--- src/design/pfsc_pkg.sv ---
// Constants, types and the pad map of the pad function and state control
// Summary of operation
// RQ1 - Each pad powers up on its default function; others need a mux write.
// RQ2 - Deep sleep: pads high impedance unless programmed as pull or drive.
// RQ3 - Hibernate: pads high impedance unless programmed as pull or drive.
// RQ4 - Hibernate: debug data-out high in two-wire mode, low in four-wire.
// RQ5 - Software should enable flash pad pulldowns before deep sleep.
// RQ6 - Oscillator-enable pad is an output driven high from power-up; code drives it high only once the strap sets osc_mode, not in deep sleep.
// RQ7 - Hibernate: oscillator-enable pad released, pulldown keeps oscillator off.
// RQ8 - Software uses a power-up sense pad only as an output.
// RQ9 - Software never routes other functions to the antenna-select pads.
// RQ10 - Converter pad usable when flash forced on flash variant, or supply external.
// RQ11 - Slow-crystal pad pullup sensed at power-up frees it for digital use.
// RQ12 - After reset general pads stay high impedance until software programs them.
// RQ13 - Boot puts debug and flash pads on mux one, all others high impedance.
// RQ14 - Per-pad mux field picks a function; direction follows that function.
// RQ15 - While chip reset is asserted every pad is high impedance.
package pfsc_pkg;

  localparam int NUM_PADS = 16;
  localparam int NUM_FUNCS = 16;

  // Pad roles inside the pad array
  localparam int PAD_DBG_IN = 0;
  localparam int PAD_DBG_OUT = 1;
  localparam int PAD_DBG_CLK = 2;
  localparam int PAD_DBG_MODE = 3;
  localparam int PAD_FL_CLK = 4;
  localparam int PAD_FL_DOUT = 5;
  localparam int PAD_FL_DIN = 6;
  localparam int PAD_FL_CS = 7;
  localparam int PAD_OSC_EN = 8;
  localparam int PAD_CONV = 9;
  localparam int PAD_SLOW_XTAL = 10;

  // Register map: one word per pad, then status
  localparam logic [11:0] PAD_CFG_BASE = 12'h000;
  localparam logic [11:0] STATUS_OFS = 12'h100;

  // Field layout of a pad configuration word
  localparam int MUX_LSB = 0;
  localparam int SLEEP_LSB = 4;
  localparam int HIB_LSB = 6;
  localparam int EN_BIT = 8;

  localparam logic [3:0] MUX_DEFAULT = 4'h0;
  localparam logic [3:0] MUX_BOOT = 4'h1;
  localparam logic [1:0] BOOT_WAIT = 2'h3;

  // Low-power pad setting
  typedef enum logic [1:0] {
    LP_HIZ = 2'b00,
    LP_PULL = 2'b01,
    LP_DRV_LO = 2'b10,
    LP_DRV_HI = 2'b11
  } pfsc_lp_t;

  // Direction class of a mux encoding
  typedef enum logic [1:0] {
    DIR_BIDIR = 2'b00,
    DIR_IN = 2'b01,
    DIR_OUT = 2'b10,
    DIR_OD = 2'b11
  } pfsc_dir_t;

  // Direction per encoding, shared by all pads
  localparam logic [2*NUM_FUNCS-1:0] DIR_TABLE = {
    DIR_IN, DIR_OUT, DIR_IN, DIR_OUT, DIR_IN, DIR_OD, DIR_BIDIR, DIR_IN,
    DIR_BIDIR, DIR_OUT, DIR_OD, DIR_IN, DIR_OUT, DIR_OUT, DIR_BIDIR, DIR_BIDIR
  };

  typedef struct packed {
    logic en;
    pfsc_lp_t hib;
    pfsc_lp_t sleep;
    logic [3:0] mux;
  } pfsc_cfg_t;

  typedef struct packed {
    logic oe;
    logic out;
    logic pull;
  } pfsc_drv_t;

  // Pads that the boot sequence enables on mux one
  localparam logic [NUM_PADS-1:0] BOOT_MASK = 16'h00ff;

endpackage

--- src/design/pfsc_top.sv ---
// Pad function and state control with AHB-Lite register access
//
// The implementer's own choices: register access over AHB-Lite and the register offsets.
`timescale 1ns/10ps
module pfsc_top
  import pfsc_pkg::*;
#(
  parameter bit FLASH_VARIANT = 1'b1
) (
  input wire logic hclk,
  input wire logic hresetn,
  input wire logic hsel,
  input wire logic [11:0] haddr,
  input wire logic [1:0] htrans,
  input wire logic hwrite,
  input wire logic [2:0] hsize,
  input wire logic [31:0] hwdata,
  input wire logic hready,
  output logic hreadyout,
  output logic hresp,
  output logic [31:0] hrdata,
  input wire logic deep_sleep_state,
  input wire logic hibernate,
  input wire logic two_wire_debug,
  input wire logic flash_forced,
  input wire logic conv_ext_supply,
  input wire logic osc_strap,
  input wire logic [NUM_PADS-1:0][NUM_FUNCS-1:0] fn_out,
  input wire logic [NUM_PADS-1:0][NUM_FUNCS-1:0] fn_oe,
  output logic [NUM_PADS-1:0] fn_in,
  output logic [NUM_PADS-1:0][3:0] pad_sel,
  input wire logic [NUM_PADS-1:0] pad_in,
  output logic [NUM_PADS-1:0] pad_out,
  output logic [NUM_PADS-1:0] pad_oe,
  output logic [NUM_PADS-1:0] pad_pull_dn,
  output logic slow_clk_external,
  output logic conv_pad_free
);

  typedef struct packed {
    pfsc_cfg_t [NUM_PADS-1:0] cfg;
    pfsc_drv_t [NUM_PADS-1:0] drv;
    logic [NUM_PADS-1:0] in_meta;
    logic [NUM_PADS-1:0] in_sync;
    logic strap_meta;
    logic strap_sync;
    logic [1:0] boot_cnt;
    logic booted;
    logic osc_mode;
    logic slow_ext;
    logic wr_pend;
    logic [11:0] wr_addr;
    logic [31:0] rdata;
  } pfsc_state_t;

  pfsc_state_t s_q;
  pfsc_state_t s_d;
  pfsc_drv_t [NUM_PADS-1:0] drv_c;
  logic conv_ok;

  // Converter pad only joins the mux when its converter is not in use
  assign conv_ok = (FLASH_VARIANT && flash_forced) || conv_ext_supply; // RQ10

  // Per-pad drive decision; mode priority is hibernate, sleep, then active
  for (genvar p = 0; p < NUM_PADS; p++) begin : g_pad
    always_comb begin
      pfsc_lp_t lp;
      pfsc_dir_t dir;
      logic usable;
      lp = LP_HIZ;
      dir = pfsc_dir_t'(DIR_TABLE[2*s_q.cfg[p].mux +: 2]);
      usable = 1'b1;
      if (p == PAD_CONV) begin
        usable = conv_ok; // RQ10
      end
      if (p == PAD_SLOW_XTAL) begin
        usable = s_q.slow_ext; // RQ11
      end
      drv_c[p] = '{oe: 1'b0, out: 1'b0, pull: 1'b0};
      if (hibernate || deep_sleep_state) begin
        lp = hibernate ? s_q.cfg[p].hib : s_q.cfg[p].sleep; // RQ2 RQ3
        if (hibernate && p == PAD_DBG_OUT) begin
          lp = two_wire_debug ? LP_DRV_HI : LP_DRV_LO; // RQ4
        end
        if (hibernate && p == PAD_OSC_EN && s_q.osc_mode) begin
          lp = LP_PULL; // RQ7
        end
        if (!usable) begin
          lp = LP_HIZ;
        end
        case (lp)
          LP_PULL: drv_c[p].pull = 1'b1;
          LP_DRV_LO: drv_c[p].oe = 1'b1;
          LP_DRV_HI: drv_c[p] = '{oe: 1'b1, out: 1'b1, pull: 1'b0};
          default: drv_c[p].oe = 1'b0;
        endcase
      end else if (p == PAD_OSC_EN && s_q.osc_mode) begin
        drv_c[p] = '{oe: 1'b1, out: 1'b1, pull: 1'b0}; // RQ6
      end else if (usable && s_q.cfg[p].en) begin // RQ12
        case (dir)
          DIR_OUT: drv_c[p] = '{oe: 1'b1, out: fn_out[p][s_q.cfg[p].mux],
                                pull: 1'b0}; // RQ14
          DIR_IN: drv_c[p].oe = 1'b0;
          DIR_OD: drv_c[p].oe = ~fn_out[p][s_q.cfg[p].mux]; // RQ14
          default: drv_c[p] = '{oe: fn_oe[p][s_q.cfg[p].mux],
                                out: fn_out[p][s_q.cfg[p].mux], pull: 1'b0};
        endcase
      end
    end
    assign pad_out[p] = s_q.drv[p].out;
    assign pad_oe[p] = s_q.drv[p].oe;
    assign pad_pull_dn[p] = s_q.drv[p].pull;
    assign pad_sel[p] = s_q.cfg[p].mux;
  end

  // Next state: synchronisers, strap capture, bus writes, then read data
  always_comb begin
    logic [7:0] idx;
    logic [31:0] rd;
    s_d = s_q;
    rd = 32'h0000_0000;
    idx = 8'h00;
    s_d.in_meta = pad_in;
    s_d.in_sync = s_q.in_meta;
    s_d.strap_meta = osc_strap;
    s_d.strap_sync = s_q.strap_meta;
    s_d.drv = drv_c;
    // Straps are caught once the synchronisers hold settled values
    if (!s_q.booted) begin
      if (s_q.boot_cnt == BOOT_WAIT) begin
        s_d.booted = 1'b1;
        s_d.osc_mode = s_q.strap_sync; // RQ6
        s_d.slow_ext = s_q.in_sync[PAD_SLOW_XTAL]; // RQ11
      end else begin
        s_d.boot_cnt = s_q.boot_cnt + 2'h1;
      end
    end
    // Data phase of a write lands here
    if (s_q.wr_pend) begin
      idx = s_q.wr_addr[9:2];
      if (s_q.wr_addr < STATUS_OFS && idx < 8'(NUM_PADS)) begin
        s_d.cfg[idx[3:0]] = pfsc_cfg_t'(hwdata[EN_BIT:MUX_LSB]); // RQ1 RQ14
      end
    end
    s_d.wr_pend = 1'b0;
    if (hsel && hready && htrans[1]) begin
      s_d.wr_pend = hwrite;
      s_d.wr_addr = haddr;
      // Read from the updated copy so a write followed by a read is seen
      idx = haddr[9:2];
      if (haddr == STATUS_OFS) begin
        rd = {29'h0, s_q.osc_mode, conv_ok, s_q.slow_ext};
      end else if (haddr < STATUS_OFS && idx < 8'(NUM_PADS)) begin
        rd = {23'h0, s_d.cfg[idx[3:0]]};
      end
      s_d.rdata = rd;
    end
  end

  // One register for all state; reset leaves every pad undriven
  always_ff @(posedge hclk or negedge hresetn) begin
    if (!hresetn) begin
      s_q <= '0; // RQ15
      for (int i = 0; i < NUM_PADS; i++) begin
        s_q.cfg[i].mux <= BOOT_MASK[i] ? MUX_BOOT : MUX_DEFAULT; // RQ13
        s_q.cfg[i].en <= BOOT_MASK[i]; // RQ12
      end
    end else begin
      s_q <= s_d;
    end
  end

  assign hreadyout = 1'b1;
  assign hresp = 1'b0;
  assign hrdata = s_q.rdata;
  assign fn_in = s_q.in_sync;
  assign slow_clk_external = s_q.slow_ext;
  assign conv_pad_free = conv_ok;

  // Assertions
  // Two low edges first: before the first reset edge the pads hold unknowns
  rst_hiz_a: assert property (@(posedge hclk) // RQ15
    !hresetn ##1 !hresetn |-> pad_oe == '0 && pad_pull_dn == '0)
    else $error("pad not high impedance in reset");
  // Reset must be gone at the first edge, as the drive registers lag a cycle
  hib_dbg_out_a: assert property (@(posedge hclk) disable iff (!hresetn) // RQ4
    hresetn && hibernate ##1 hibernate |-> pad_oe[PAD_DBG_OUT]
      && pad_out[PAD_DBG_OUT] == $past(two_wire_debug))
    else $error("debug data-out pad wrong in hibernate");
  osc_high_a: assert property (@(posedge hclk) disable iff (!hresetn) // RQ6
    s_q.osc_mode && !hibernate && !deep_sleep_state |=> pad_oe[PAD_OSC_EN]
      && pad_out[PAD_OSC_EN])
    else $error("oscillator enable not driven high");
  osc_hib_a: assert property (@(posedge hclk) disable iff (!hresetn) // RQ7
    s_q.osc_mode && hibernate |=> !pad_oe[PAD_OSC_EN]
      && pad_pull_dn[PAD_OSC_EN])
    else $error("oscillator enable not released in hibernate");
  conv_gate_a: assert property (@(posedge hclk) disable iff (!hresetn) // RQ10
    !conv_ok ##1 !$past(conv_ok) |-> !pad_oe[PAD_CONV])
    else $error("converter pad driven while unavailable");
  slow_gate_a: assert property (@(posedge hclk) disable iff (!hresetn) // RQ11
    s_q.booted && !s_q.slow_ext |=> !pad_oe[PAD_SLOW_XTAL])
    else $error("slow crystal pad driven while crystal in use");
  lp_hiz_a: assert property (@(posedge hclk) disable iff (!hresetn) // RQ2
    deep_sleep_state && !hibernate && s_q.cfg[PAD_DBG_IN].sleep == LP_HIZ
      |=> !pad_oe[PAD_DBG_IN] && !pad_pull_dn[PAD_DBG_IN])
    else $error("pad not high impedance in deep sleep");
  hib_drive_a: assert property (@(posedge hclk) disable iff (!hresetn) // RQ3
    hibernate && s_q.cfg[PAD_FL_CS].hib == LP_DRV_HI |=> pad_oe[PAD_FL_CS]
      && pad_out[PAD_FL_CS])
    else $error("programmed hibernate drive missing");
  gp_idle_a: assert property (@(posedge hclk) disable iff (!hresetn) // RQ12
    !s_q.cfg[NUM_PADS-1].en |=> !pad_oe[NUM_PADS-1])
    else $error("disabled pad is driven");
  boot_mux_a: assert property (@(posedge hclk) disable iff (!hresetn) // RQ13
    !s_q.booted |-> s_q.cfg[PAD_FL_CLK].mux == MUX_BOOT
      && s_q.cfg[PAD_DBG_OUT].mux == MUX_BOOT && s_q.cfg[12].mux == MUX_DEFAULT)
    else $error("boot mux setting wrong");
  od_low_a: assert property (@(posedge hclk) disable iff (!hresetn) // RQ14
    !hibernate && !deep_sleep_state && s_q.cfg[11].en
      && DIR_TABLE[2*s_q.cfg[11].mux +: 2] == DIR_OD |=> !pad_out[11])
    else $error("open-drain pad driven high");
  boot_cap_a: assert property (@(posedge hclk) disable iff (!hresetn) // RQ11
    !s_q.booted ##1 s_q.booted |-> s_q.osc_mode == $past(s_q.strap_sync)
      && s_q.slow_ext == $past(s_q.in_sync[PAD_SLOW_XTAL]))
    else $error("power-up strap capture wrong");

endmodule

--- config.mk ---
export PLATFORM = sky130hd
export DESIGN_NAME = pfsc_top
export DESIGN_NICKNAME = d
export VERILOG_FILES = /design/src/design/pfsc_pkg.sv /design/src/design/pfsc_top.sv
export SDC_FILE = /design/constraint.sdc
export NUM_CORES = 1
export LEC_CHECK = 0
export ABC_AREA = 1
export BUFFER_PORTS_ARGS = -buffer_cell sky130_fd_sc_hd__buf_2
export CAP_MARGIN = 5
export CELL_PAD_IN_SITES_DETAIL_PLACEMENT = 0
export CELL_PAD_IN_SITES_GLOBAL_PLACEMENT = 1
export CORE_AREA = 5 5 293 295
export CTS_BUF_LIST = sky130_fd_sc_hd__clkbuf_16
export DETAILED_ROUTE_END_ITERATION = 8
export DIE_AREA = 0 0 298 300
export PLACE_DENSITY_LB_ADDON = 0.1
export SYNTH_ARGS = -nofsm -noshare
export SYNTH_HDL_FRONTEND = slang
export SYNTH_SLANG_ARGS = --single-unit
--- constraint.sdc ---
create_clock -name hclk -period 5.9 [get_ports hclk]
set_clock_uncertainty 0.1 [all_clocks]
set_input_delay 0.885 -clock hclk [delete_from_list [all_inputs] [get_ports hclk]]
set_output_delay 0.885 -clock hclk [all_outputs]
set_load 0.05 [all_outputs]
=== Word-level counts from Yosys, hierarchy flattened ===
Cells that the tools add are included.

* Bits in registers: 276
* Input bits: 588

* Eq/ne operators: 98
* $add $sub $neg: 1
* Magnitude comparators: 23
* Muxes and demuxes: 213
* Shift-type cells: 16
* Bitwise operators: 18
* Reduce and logical (&&, ||, !) cells: 44

{| class="wikitable"
|+ Operators with widths
! operator !! count
|-
| $shiftx 32x6->2 const A || 16
|-
| $mux 144 || 2
|-
| $bwmux 144 || 1
|-
| $eq 2x2->1 const B || 65
|-
| $bmux 1 s4 || 32
|-
| $mux 3 || 35
|-
| $lt 4x5->1 const B || 18
|-
| $mux 1 || 81
|-
| $mux 2 || 39
|-
| $eq 2x1->1 const B || 32
|-
| $reduce_or 2->1 || 32
|-
| $pmux 1 s3 || 16
|-
| $mux 45 || 1
|-
| $bmux 9 s4 || 1
|-
| $demux 9 s4 || 1
|-
| $mux 9 || 4
|-
| $lt 12x9->1 const B || 2
|-
| $not 1->1 || 18
|-
| $lt 8x5->1 const B || 2
|-
| $eq 12x9->1 const B || 1
|-
| $logic_and 1x1->1 || 8
|-
| $ge 4x1->1 const B || 1
|-
| $reduce_and 2->1 || 2
|-
| $add 2x1->2 const B || 1
|-
| $logic_or 1x1->1 || 2
|}

=== Depth between registers and ports, before layout ===
Gate-level depths: netlist of run 1.

* Word-level depth: 12
* Mapped depth: 16
* Mapped depth without buffers: 14

=== Worst setup path after synthesis of run 1 ===
No wires, ideal clock.

* Path type: input to register
* From: input port hibernate
* To: register s_q (netlist bit pad_oe[10])
* Arrival time: 2,025 ps
* Path buffers: 3
* Cell stages on the path: 5
* Required time: 5,665 ps
* Slack: 3,640 ps
* Library setup time: 135 ps
* Cells stage by stage: clkbuf_1 -> nor2_1 -> clkbuf_1 -> clkbuf_1 -> o21ai_0

{| class="wikitable"
|+ RTL lines
! element !! line !! source
|-
| from (decl) || pfsc_top.sv:23 || <nowiki>input wire logic hibernate,</nowiki>
|-
| to (decl) || pfsc_top.sv:56 || <nowiki>pfsc_state_t s_q;</nowiki>
|}

=== Final worst setup path of run 1 ===
* From: register s_q[43] (netlist name)
* To: register s_q (netlist bit hrdata[8])

* Cells in the longest elaborated chain, start to end: 8

{| class="wikitable"
|+ RTL lines
! element !! line !! source
|-
| $lt 12x9->1 || pfsc_top.sv:141 || <nowiki>if (s_q.wr_addr < STATUS_OFS && idx < 8'(NUM_PADS)) begin</nowiki>
|-
| $logic_and 1x1->1 || pfsc_top.sv:141 ||
|-
| $mux 144 || pfsc_top.sv:141 ||
|-
| $mux 144 || pfsc_top.sv:139 || <nowiki>if (s_q.wr_pend) begin</nowiki>
|-
| $bmux 9 s4 || pfsc_top.sv:154 || <nowiki>rd = {23'h0, s_d.cfg[idx[3:0]]};</nowiki>
|-
| $mux 9 (not written as such) || pfsc_top.sv:154 ||
|-
| $mux 9 || pfsc_top.sv:153 || <nowiki>end else if (haddr < STATUS_OFS && idx < 8'(NUM_PADS)) begin</nowiki>
|-
| $mux 9 || pfsc_top.sv:151 || <nowiki>if (haddr == STATUS_OFS) begin</nowiki>
|}

No other way between the ends. The select of a mux whose other input is x is not followed.
A chain may end at the register's enable or synchronous reset.

==> reports/metrics.cfg, run 1 <==
[outcome]
outcome=completed

[critical_path]
worstPathArrival_ns=3.71
critPathLaunchType=register
end_kind=register
path_class=register to register
critPathMaxFanout=35
worstPathRequired_ns=6.24

[yosys]
ys_seq_area_share_pct=36.3
yosys-top-cells-area=dfrtp_1, nand2_1, o21ai_0, nand3_1, buf_4
syn_area_per_cell_um2=7.07
yosysWarnings=0
async_flop_share_pct=100
synth_top_area_share_pct=33.9
synth-main-ff-cell=dfrtp_1
syn-instance-count=2452
synth.distinct_cells=49
ys_ff_latch=251
synth_area_leader_cell=dfrtp_1
netlist_area_um2=17300
synth_edf_count=0

[final_layout]
fillers=9354
final_common_cell=buf_2
final_cell_mix=buf_2, nand2_1, o21ai_0
final_cell_area_um2=21300
layout-drive-gt1-share_pct=24.8
regArea_um2=6300
syn_to_final_growth_pct=23.0
multiInputGateArea_um2=8620
nets=3476
utilization_pct=25.7

[placement]
gp_congestion=0.820
port_buffers=595
placed_cell_area_um2=20200
hpwl_mm=62.5

[worst_hold_path]
hold_path_class=register to register

[job]
cap_viol_max_count=0

[floorplanning]
core_area_um2=82900
dieArea_um2=89400
die_x_um=298
floorplan.initialDensity_pct=20.9
rows=106
ios=752
die_h_um=300

[drt]
via_per_inst=4.65
drtAntennaViolNets=0
drtPass1Iterations=5
routed-via-count=18376
drc=0
detail_route.iter0.violations=1117
drt-total-wl_mm=82.0
wl_per_cell_um=20.8

[grt]
grt_usage_pct=17.4
antenna_found_initial=10
grt_pass1_vias=18655
grt-ovfl-total=0
grt_max_degree=104
grt_pass1_wl_mm=121

[cts]
clk_pin_slew_worst_paths_ns=0.06
clockBufferDepth=3
htree_levels=2
clkLatencyLatePin_ns=0.55
cts_tree=built
clk_root_buffer_cell=clkbuf_16
cts_buffers=36
postCtsSetupRepairBufs=0
cts_hold_buffers=0
cts_resized=0
cts_sinks=251

[timing]
fin_crit_sh_pct=57.2
hold_violations=0
drv_slew=0
fmax_mhz=296
holdWs_ns=0.245
rsz0062_at_grt=false
worst_pin_slew_ns=0.979
setup_viol=0
fin_crit_ns=3.37
tns_ns=0
max_slew_margin_pct=34.7

[power]
vdd_ir_drop_max_uv=165
pwr_density_cell_nw_per_um2=260
p_leak_uw=0.0112

-- sequential cells by signal (all words and copies together) (netlist names) --
signal and flops:
pad_pull_dn 16, pad_oe 16, fn_in 16, slow_clk_external 1, s_d 17, pad_sel 64
s_q 96, hrdata 9, pad_out 16
-- cell type report --
cell class | instances | area share (%)
flip-flops and latches | 251 | 29.5
clock buffers | 37 | 4.34
clock inverters | 26 | 1.00
diodes | 2 | 0.0235
well taps | 1080 | 6.34
repair buffers | 615 | 14.7
inverters | 205 | 3.61
multi-input cells | 1734 | 40.4
-- synth_stat cells, drive strengths merged (31+ instances only) --
cell type,n
dfrtp,235
nand3,271
o211ai,31
o21ai,306
a21oi,71
o22ai,68
buf,209
clkbuf,76
ha,45
nor2,226
nand2,527
inv,189
-- layer usage --
layer	wire length, um	global-route usage, %	share of wire (%)	vias up
met1	38200	24.2	47	8888
met5	41	0	0.050	-
li1	-	-	-	8859
met3	5440	4.27	6.6	69
met4	1150	2.98	1.4	6
met2	37200	28.0	45	554
-- path summary, 6_finish.rpt --
| path | startpoint | end | slack, ns | depth (start not counted) |
|---|---|---|---|---|
| worst max register to register | s_q[43]$_DFFE_PN0P_ | hrdata[8]$_DFFE_PN0P_ | 2.53 | 10 |
| worst max-delay path | s_q[43]$_DFFE_PN0P_ | hrdata[8]$_DFFE_PN0P_ | 2.53 | 10 |
| worst min-delay path | s_d[62]$_DFF_PN0_ | fn_in[10]$_DFF_PN0_ | 0.24 | 0 |
| worst min register to register | s_d[62]$_DFF_PN0_ | fn_in[10]$_DFF_PN0_ | 0.24 | 0 |
| max in group asynchronous | hresetn | s_q[50]$_DFF_PN0_ | 4.19 | 2 |
| min in group asynchronous | hresetn | s_q[237]$_DFF_PN0_ | 0.30 | 1 |
-- logic make-up (layout without fill, tap and decap cells) --
family	after synthesis	count (layout)	share of synthesized area, %
compound gates	558	558	18.6
xor+xnor	1	1	0.0505
fa+ha+maj	45	45	3.25
buf+inv	490	883	14.5
flops	251	251	36.3
mux	2	2	0.115
other cells	2	27	0.0433
simple gates	1103	1103	27.1
-- stage by stage --
stage | cells | power (uW) | setup WS (ns)
floorplan | 2475 | 2960 | 3.64
global placement | 3885 | 3440 | 2.55
detailed placement | 3885 | 3450 | 2.58
CTS | 3948 | 5650 | 2.57
global route | 3949 | 5870 | 2.35
finish | 3950 | 5550 | 2.53
-- where the power goes --
group | internal [uW] | total, uW | leakage [uW] | switching (uW)
registers | 1850 | 1990 | 0.00293 | 135
logic | 415 | 1410 | 0.00766 | 999
clock network | 1270 | 2150 | 0.000586 | 876
total | 3540 | 5550 | 0.0112 | 2010
-- worst max-delay path, stage by stage, from the launching register on --
cell	delay, ns
dfrtp_1	0.37
or2_1	0.26
nor2_4	0.47
buf_4	0.48
nand2_2	0.32
o21ai_0	0.58
o211ai_1	0.18
nand3_1	0.15
nand3_1	0.17
nand3_1	0.11
nand2_1	0.06
(Power assumes the default switching activity.)
==> inputs of run 2 (changes only) <==
--- a/config.mk
+++ b/config.mk
@@ -10,10 +10,10 @@
 export CAP_MARGIN = 5
 export CELL_PAD_IN_SITES_DETAIL_PLACEMENT = 0
 export CELL_PAD_IN_SITES_GLOBAL_PLACEMENT = 1
-export CORE_AREA = 5 5 293 295
+export CORE_AREA = 5 5 294 296
 export CTS_BUF_LIST = sky130_fd_sc_hd__clkbuf_16
 export DETAILED_ROUTE_END_ITERATION = 8
-export DIE_AREA = 0 0 298 300
+export DIE_AREA = 0 0 299 301
 export PLACE_DENSITY_LB_ADDON = 0.1
 export SYNTH_ARGS = -nofsm -noshare
 export SYNTH_HDL_FRONTEND = slang
==> constraint.sdc (replaced) <==
create_clock -name hclk -period 2.7 [get_ports hclk]
set_clock_uncertainty 0.1 [all_clocks]
set_input_delay 0.405 -clock hclk [delete_from_list [all_inputs] [get_ports hclk]]
set_output_delay 0.405 -clock hclk [all_outputs]
set_load 0.05 [all_outputs]
==> reports/metrics.cfg, run 2 (same netlist as run 1, synthesis figures left out) <==
[timing]
hold_violations=0  ; unchanged
max_slew_margin_pct=45.7  ; +11 points
setup_ws_ns=0.202  ; -2.32 ns
setup_viol=0  ; unchanged
worst_pin_slew_ns=0.805  ; -0.174 ns
tns_ns=0  ; unchanged
fin_crit_ns=2.50  ; -0.877 ns
fmax_mhz=400  ; +35%
rsz0062_at_grt=true
fin_crit_sh_pct=92.5  ; +35 points
drv_slew=0  ; unchanged

[power]
combPwrFrac_pct=26.4  ; +0.9 points
pwr-share-clk_pct=38.6  ; about the same
p_leak_uw=0.0116  ; +3.9%
pwr_density_cell_nw_per_um2=556  ; +110%
power_frac_seq_pct=35.0  ; -0.8 points
vdd_ir_drop_max_uv=375  ; +130%
internal-power_uw=7920  ; +120%
sw_frac_of_total_pct=35.7  ; -0.54 points
p_sw_uw=4400  ; +120%

[drt]
routed-via-count=18573  ; +1.1%
via_per_inst=4.60  ; -1.0%
detail_route.iter0.violations=1322  ; +18%
wl_per_cell_um=20.3  ; -2.1%
drt-total-wl_mm=82.0  ; about the same
drc=0  ; unchanged
drtPass1Iterations=5  ; unchanged
drtAntennaViolNets=0  ; unchanged

[critical_path]
path_class=register to register
worstPathArrival_ns=2.84  ; -0.87 ns
critPathMaxFanout=13  ; -63%
worstPathRequired_ns=3.04  ; -3.20 ns
end_kind=register
critPathLaunchType=register

[final_layout]
final_cell_mix=buf_2, nand2_1, o21ai_0
layout-drive-gt1-share_pct=26.3  ; +1.5 points
nets=3562  ; +2.5%
final_common_cell=buf_2
syn_to_final_growth_pct=27.8
largest_reg_flops=96  ; unchanged
fillers=9429  ; +0.80%
largest-register=s_q

[placement]
hpwl_mm=63.2  ; +1.2%
pre_cts_slack_ns=0.0797  ; -2.50 ns
gp_congestion=0.861  ; +5.1%
port_buffers=595  ; unchanged

[cts]
clockBufferDepth=3  ; unchanged
cts_sinks=251  ; unchanged
htree_levels=2  ; unchanged
clk_pin_slew_worst_paths_ns=0.06  ; about the same
clkLatencyLatePin_ns=0.55  ; about the same
cts_tree=built
cts_buffers=36  ; unchanged
clk_root_buffer_cell=clkbuf_16

[outcome]
outcome=completed

[floorplanning]
rows=106  ; unchanged
ios=752  ; unchanged
floorplan.initialDensity_pct=20.8  ; -0.10 points
die_x_um=299  ; +0.34%
dieArea_um2=90000  ; +0.67%
die_h_um=301  ; +0.33%
core_area_um2=83300  ; +0.48%

[grt]
grt_pass1_vias=18907  ; +1.4%
grt_pass1_wl_mm=121  ; about the same
grt-ovfl-total=0  ; unchanged
grt_max_degree=77  ; -26%
grt_usage_pct=17.3  ; -0.10 points
antenna_found_initial=4  ; -6

[job]
cap_viol_max_count=0  ; unchanged

[worst_hold_path]
hold_path_class=primary input to register

-- run 2: cell types whose count changed in the layout (fill, tap and decap cells not counted), moves of 6 or more --
| cell | delta |
|---|---|
| nor2_1 | -6 |
| dlygate4sd3_1 | +24 |
| buf_4 | +54 |
| buf_12 | +8 |
| nor2_2 | +6 |
-- run 2: layout make-up --
type | count | area (um^2) | share of cell area [%]
flip-flops and latches | 251 | 6300 | 28.4
repair buffers | 701 | 3940 | 17.8
clock buffers | 37 | 926 | 4.18
clock inverters | 24 | 211 | 0.954
diodes | 2 | 5.00 | 0.0226
multi-input cells | 1734 | 8650 | 39.0
well taps | 1080 | 1350 | 6.10
inverters | 205 | 769 | 3.47
-- run 2: power groups by stage --
| stage | Sequential [uW] | Clock [uW] | Combinational (uW) |
|---|---|---|---|
| after detailed placement | 4370 | 0 | 3250 |
| final | 4300 | 4760 | 3250 |
| after CTS | 4310 | 4950 | 3300 |
| after floorplan | 4250 | 0 | 2210 |
| after global routing | 4350 | 5090 | 3590 |
| after global placement | 4370 | 0 | 3250 |
-- run 2: path summary, 6_finish.rpt --
path	slack, ns	to	start	cells past startpoint
setup reg to reg	0.20	hrdata[8]$_DFFE_PN0P_	s_q[35]$_DFFE_PN0P_	12
hold reg to reg	0.23	fn_in[2]$_DFF_PN0_	s_d[54]$_DFF_PN0_	0
min in group asynchronous	0.29	fn_in[6]$_DFF_PN0_	hresetn	2
hold / removal	0.06	s_q[40]$_DFFE_PN0P_	haddr[8]	3
max in group asynchronous	1.39	pad_sel[0]$_DFF_PN1_	hresetn	3
setup / recovery	0.20	hrdata[8]$_DFFE_PN0P_	s_q[35]$_DFFE_PN0P_	12
-- run 2: routing by layer --
| layer | part of all wire (%) | vias to the layer above | GRT usage (%) |
|---|---|---|---|
| li1 | - | 9047 | - |
| met2 | 46 | 554 | 28.2 |
| met1 | 46 | 8910 | 24.0 |
| met4 | 1.3 | 0 | 2.81 |
| met3 | 6.3 | 62 | 3.84 |
| met5 | 0 | - | 0 |
-- run 2: what timing repair did --
action / CTS / global route
endpoints found under the setup margin: 0 / 8
hold buffers: 24 / 0
endpoints found under the hold margin: 72 / 0
buffers inserted: 0 / 0
resized for setup: 0 / 10
-- run 2: stage by stage --
stage	area [um^2]	hold WS (ns)	util (%)	std cells	power, uW
finish	22200	0.0608	26.6	4034	12300
floorplan	17400	0.00941	-	2475	6460
CTS	22100	0.0283	26.6	4032	12600
detailed placement	20700	0.235	24.9	3947	7630
global placement	20700	0.232	24.9	3947	7620
global route	22200	0.0723	26.6	4033	13000
-- run 2: worst max-delay path, stage by stage (launching register included) --
cell     delay (ns)
dfrtp_1        0.46
inv_1          0.12
nand3_1        0.19
inv_1          0.32
nand3_2        0.28
nand2_1        0.14
o21ai_1        0.09
nand2_1        0.15
nand3_1        0.08
nand3_1        0.08
nand3_1        0.18
nand3_1        0.14
nand2_1        0.06
==> inputs of run 3 (changes only) <==
--- a/config.mk
+++ b/config.mk
@@ -14,7 +14,8 @@
 export CTS_BUF_LIST = sky130_fd_sc_hd__clkbuf_16
 export DETAILED_ROUTE_END_ITERATION = 8
 export DIE_AREA = 0 0 299 301
-export PLACE_DENSITY_LB_ADDON = 0.1
+export PLACE_DENSITY = 0.65
+export SLEW_MARGIN = 0
 export SYNTH_ARGS = -nofsm -noshare
 export SYNTH_HDL_FRONTEND = slang
 export SYNTH_SLANG_ARGS = --single-unit
==> reports/metrics.cfg, run 3 (same netlist as run 1, synthesis figures left out) <==
[timing]
hold_violations=0  ; unchanged
setup_ws_ns=0.170  ; -0.0326 ns
fin_crit_sh_pct=93.7  ; +1.2 points
fmax_mhz=395  ; -1.3%
rsz0062_at_grt=true
fin_crit_ns=2.53  ; +0.0326 ns
max_slew_margin_pct=47.3  ; +1.6 points
worst_pin_slew_ns=0.782  ; -0.0237 ns
drv_slew=0  ; unchanged
setup_viol=0  ; unchanged

[outcome]
outcome=completed

[drt]
detail_route.iter0.violations=1451  ; +9.8%
drc=0  ; unchanged
drtPass1Iterations=5  ; unchanged
via_per_inst=4.52  ; -1.9%
routed-via-count=18190  ; -2.1%
drt-total-wl_mm=79.8  ; -2.7%
wl_per_cell_um=19.8  ; -2.5%
drtAntennaViolNets=0  ; unchanged

[critical_path]
reg2reg_depth=11  ; -1
worstPathRequired_ns=3.06  ; +0.02 ns
cpMostUsedCell=nand3_1
critPathMaxFanout=41  ; +28
path_class=register to register
critPathMaxStageDelay_ns=0.36  ; -0.10 ns
critPathCapture=hrdata[0]$_DFFE_PN0P_
startpoint=s_q[43]$_DFFE_PN0P_
rrSetupSlack_ns=0.17  ; -0.03 ns
critPathLaunchType=register
worstPathArrival_ns=2.90  ; +0.06 ns
timing.rr.end=hrdata[0]$_DFFE_PN0P_
crit_chain=or2_1 -> nor2_4 -> buf_12 -> nand2_1 -> nand2_1 -> nand3_1 -> nand3_1 -> nand3_1 -> nand3_1 -> nand3_1 -> a21oi_1
end_kind=register
crit_slowest_cell=dfrtp_1
rr_startpoint=s_q[43]$_DFFE_PN0P_

[cts]
cts_buffers=36  ; unchanged
clkLatencyLatePin_ns=0.55  ; about the same
cts_sinks=251  ; unchanged
clk_root_buffer_cell=clkbuf_16
cts_tree=built
clk_pin_slew_worst_paths_ns=0.05  ; about the same
postCtsSetupRepairBufs=0  ; unchanged
clockBufferDepth=3  ; unchanged
cts_resized=0  ; unchanged
htree_levels=2  ; unchanged

[power]
vdd_ir_drop_max_uv=323  ; -14%
pwr_density_cell_nw_per_um2=540  ; -2.8%
p_leak_uw=0.0115  ; -0.73%
power_uw=11900  ; -3.5%

[final_layout]
nets=3555  ; -0.20%
final_common_cell=buf_2
utilization_pct=26.4  ; -0.19 points
final_cell_mix=buf_2, nand2_1, o21ai_0
layout-drive-gt1-share_pct=25.7  ; -0.56 points
largest_reg_flops=96  ; unchanged
largest-register=s_q
syn_to_final_growth_pct=26.9
final_cell_area_um2=22000  ; -0.70%

[placement]
port_buffers=595  ; unchanged
placed_cell_area_um2=20700  ; -0.25%
pre_cts_slack_ns=0.165  ; +0.0857 ns
gp_congestion=0.864  ; +0.34%
hpwl_mm=62.1  ; -1.7%

[worst_hold_path]
hold_path_class=primary input to register
hp-start=hwdata[2]

[floorplanning]
die_x_um=299  ; unchanged
die_h_um=301  ; unchanged
floorplan.initialDensity_pct=20.8  ; unchanged
core_area_um2=83300  ; unchanged
dieArea_um2=90000  ; unchanged
rows=106  ; unchanged
ios=752  ; unchanged

[job]
cap_viol_max_count=0  ; unchanged

[grt]
grt_pass1_vias=17894  ; -5.4%
grt_max_degree=85  ; +10%
grt-ovfl-total=0  ; unchanged
grt_usage_pct=16.8  ; -0.49 points
antenna_found_initial=12  ; +8
grt_pass1_wl_mm=116  ; -3.9%

[run 3: cell types whose count changed in the layout (fill, tap and decap cells not counted), moves of 3 or more]
cell	delta
nor2_2	-6
clkinvlp_4	+3
buf_4	-7
nor2_1	+6
bufinv_16	-3
clkinv_1	+3
clkinv_2	-5
[run 3: worst min path at each step]
stage                     slack (ns)  cells after the start                     to
after floorplan                0.009                      0     fn_in[0]$_DFF_PN0_
after global placement          0.23                      0     fn_in[4]$_DFF_PN0_
after detailed placement        0.23                      0    fn_in[15]$_DFF_PN0_
after CTS                       0.04                      3  pad_sel[50]$_DFF_PN0_
after global routing            0.09                      3  pad_sel[50]$_DFF_PN0_
final                           0.07                      3  pad_sel[50]$_DFF_PN0_
[run 3: layout make-up]
cell class	count	area, um^2
inverters	205	769
well taps	1080	1350
clock inverters	21	126
clock buffers	37	926
repair buffers	694	3890
flip-flops and latches	251	6300
fillers	9350	61300
diodes	4	10.0
multi-input cells	1734	8620
[run 3: routing by layer]
metal  GRT usage, %  up-vias  routed length, um  part of all wire (%)
li1               -     9051                  -                     -
met1           23.1     8469              36300                    45
met2           26.8      566              35900                    45
met3           4.25       94               5890                   7.4
met4           3.72       10               1610                   2.0
met5              0        -                 68                 0.085
[run 3: report_power, final]
group	switching (uW)	internal, uW	leakage [uW]
registers	241	4050	0.00293
logic	2210	1000	0.00806
clock network	1830	2550	0.000535
[run 3: critical path, delay by kind of cell (launching register included)]
family	cells	cell delay, ns
simple gates	9	1.57
flops	1	0.36
buf+inv	1	0.25
compound gates	1	0.13
[run 3: what timing repair did]
| item | in CTS | in global routing |
|---|---|---|
| setup endpoints to repair | 0 | 5 |
| hold buffers | 24 | 0 |
| endpoints found under the hold margin | 70 | 0 |
[run 3: per-stage QoR]
step                      setup TNS (ns)  instances  hold slack (ns)
after global placement                 0       3940            0.231
after CTS                              0       4022           0.0389
after global routing             -0.0830       4024           0.0923
after detailed placement               0       3940            0.235
after floorplan                        0       2475          0.00941
final                                  0       4026           0.0714
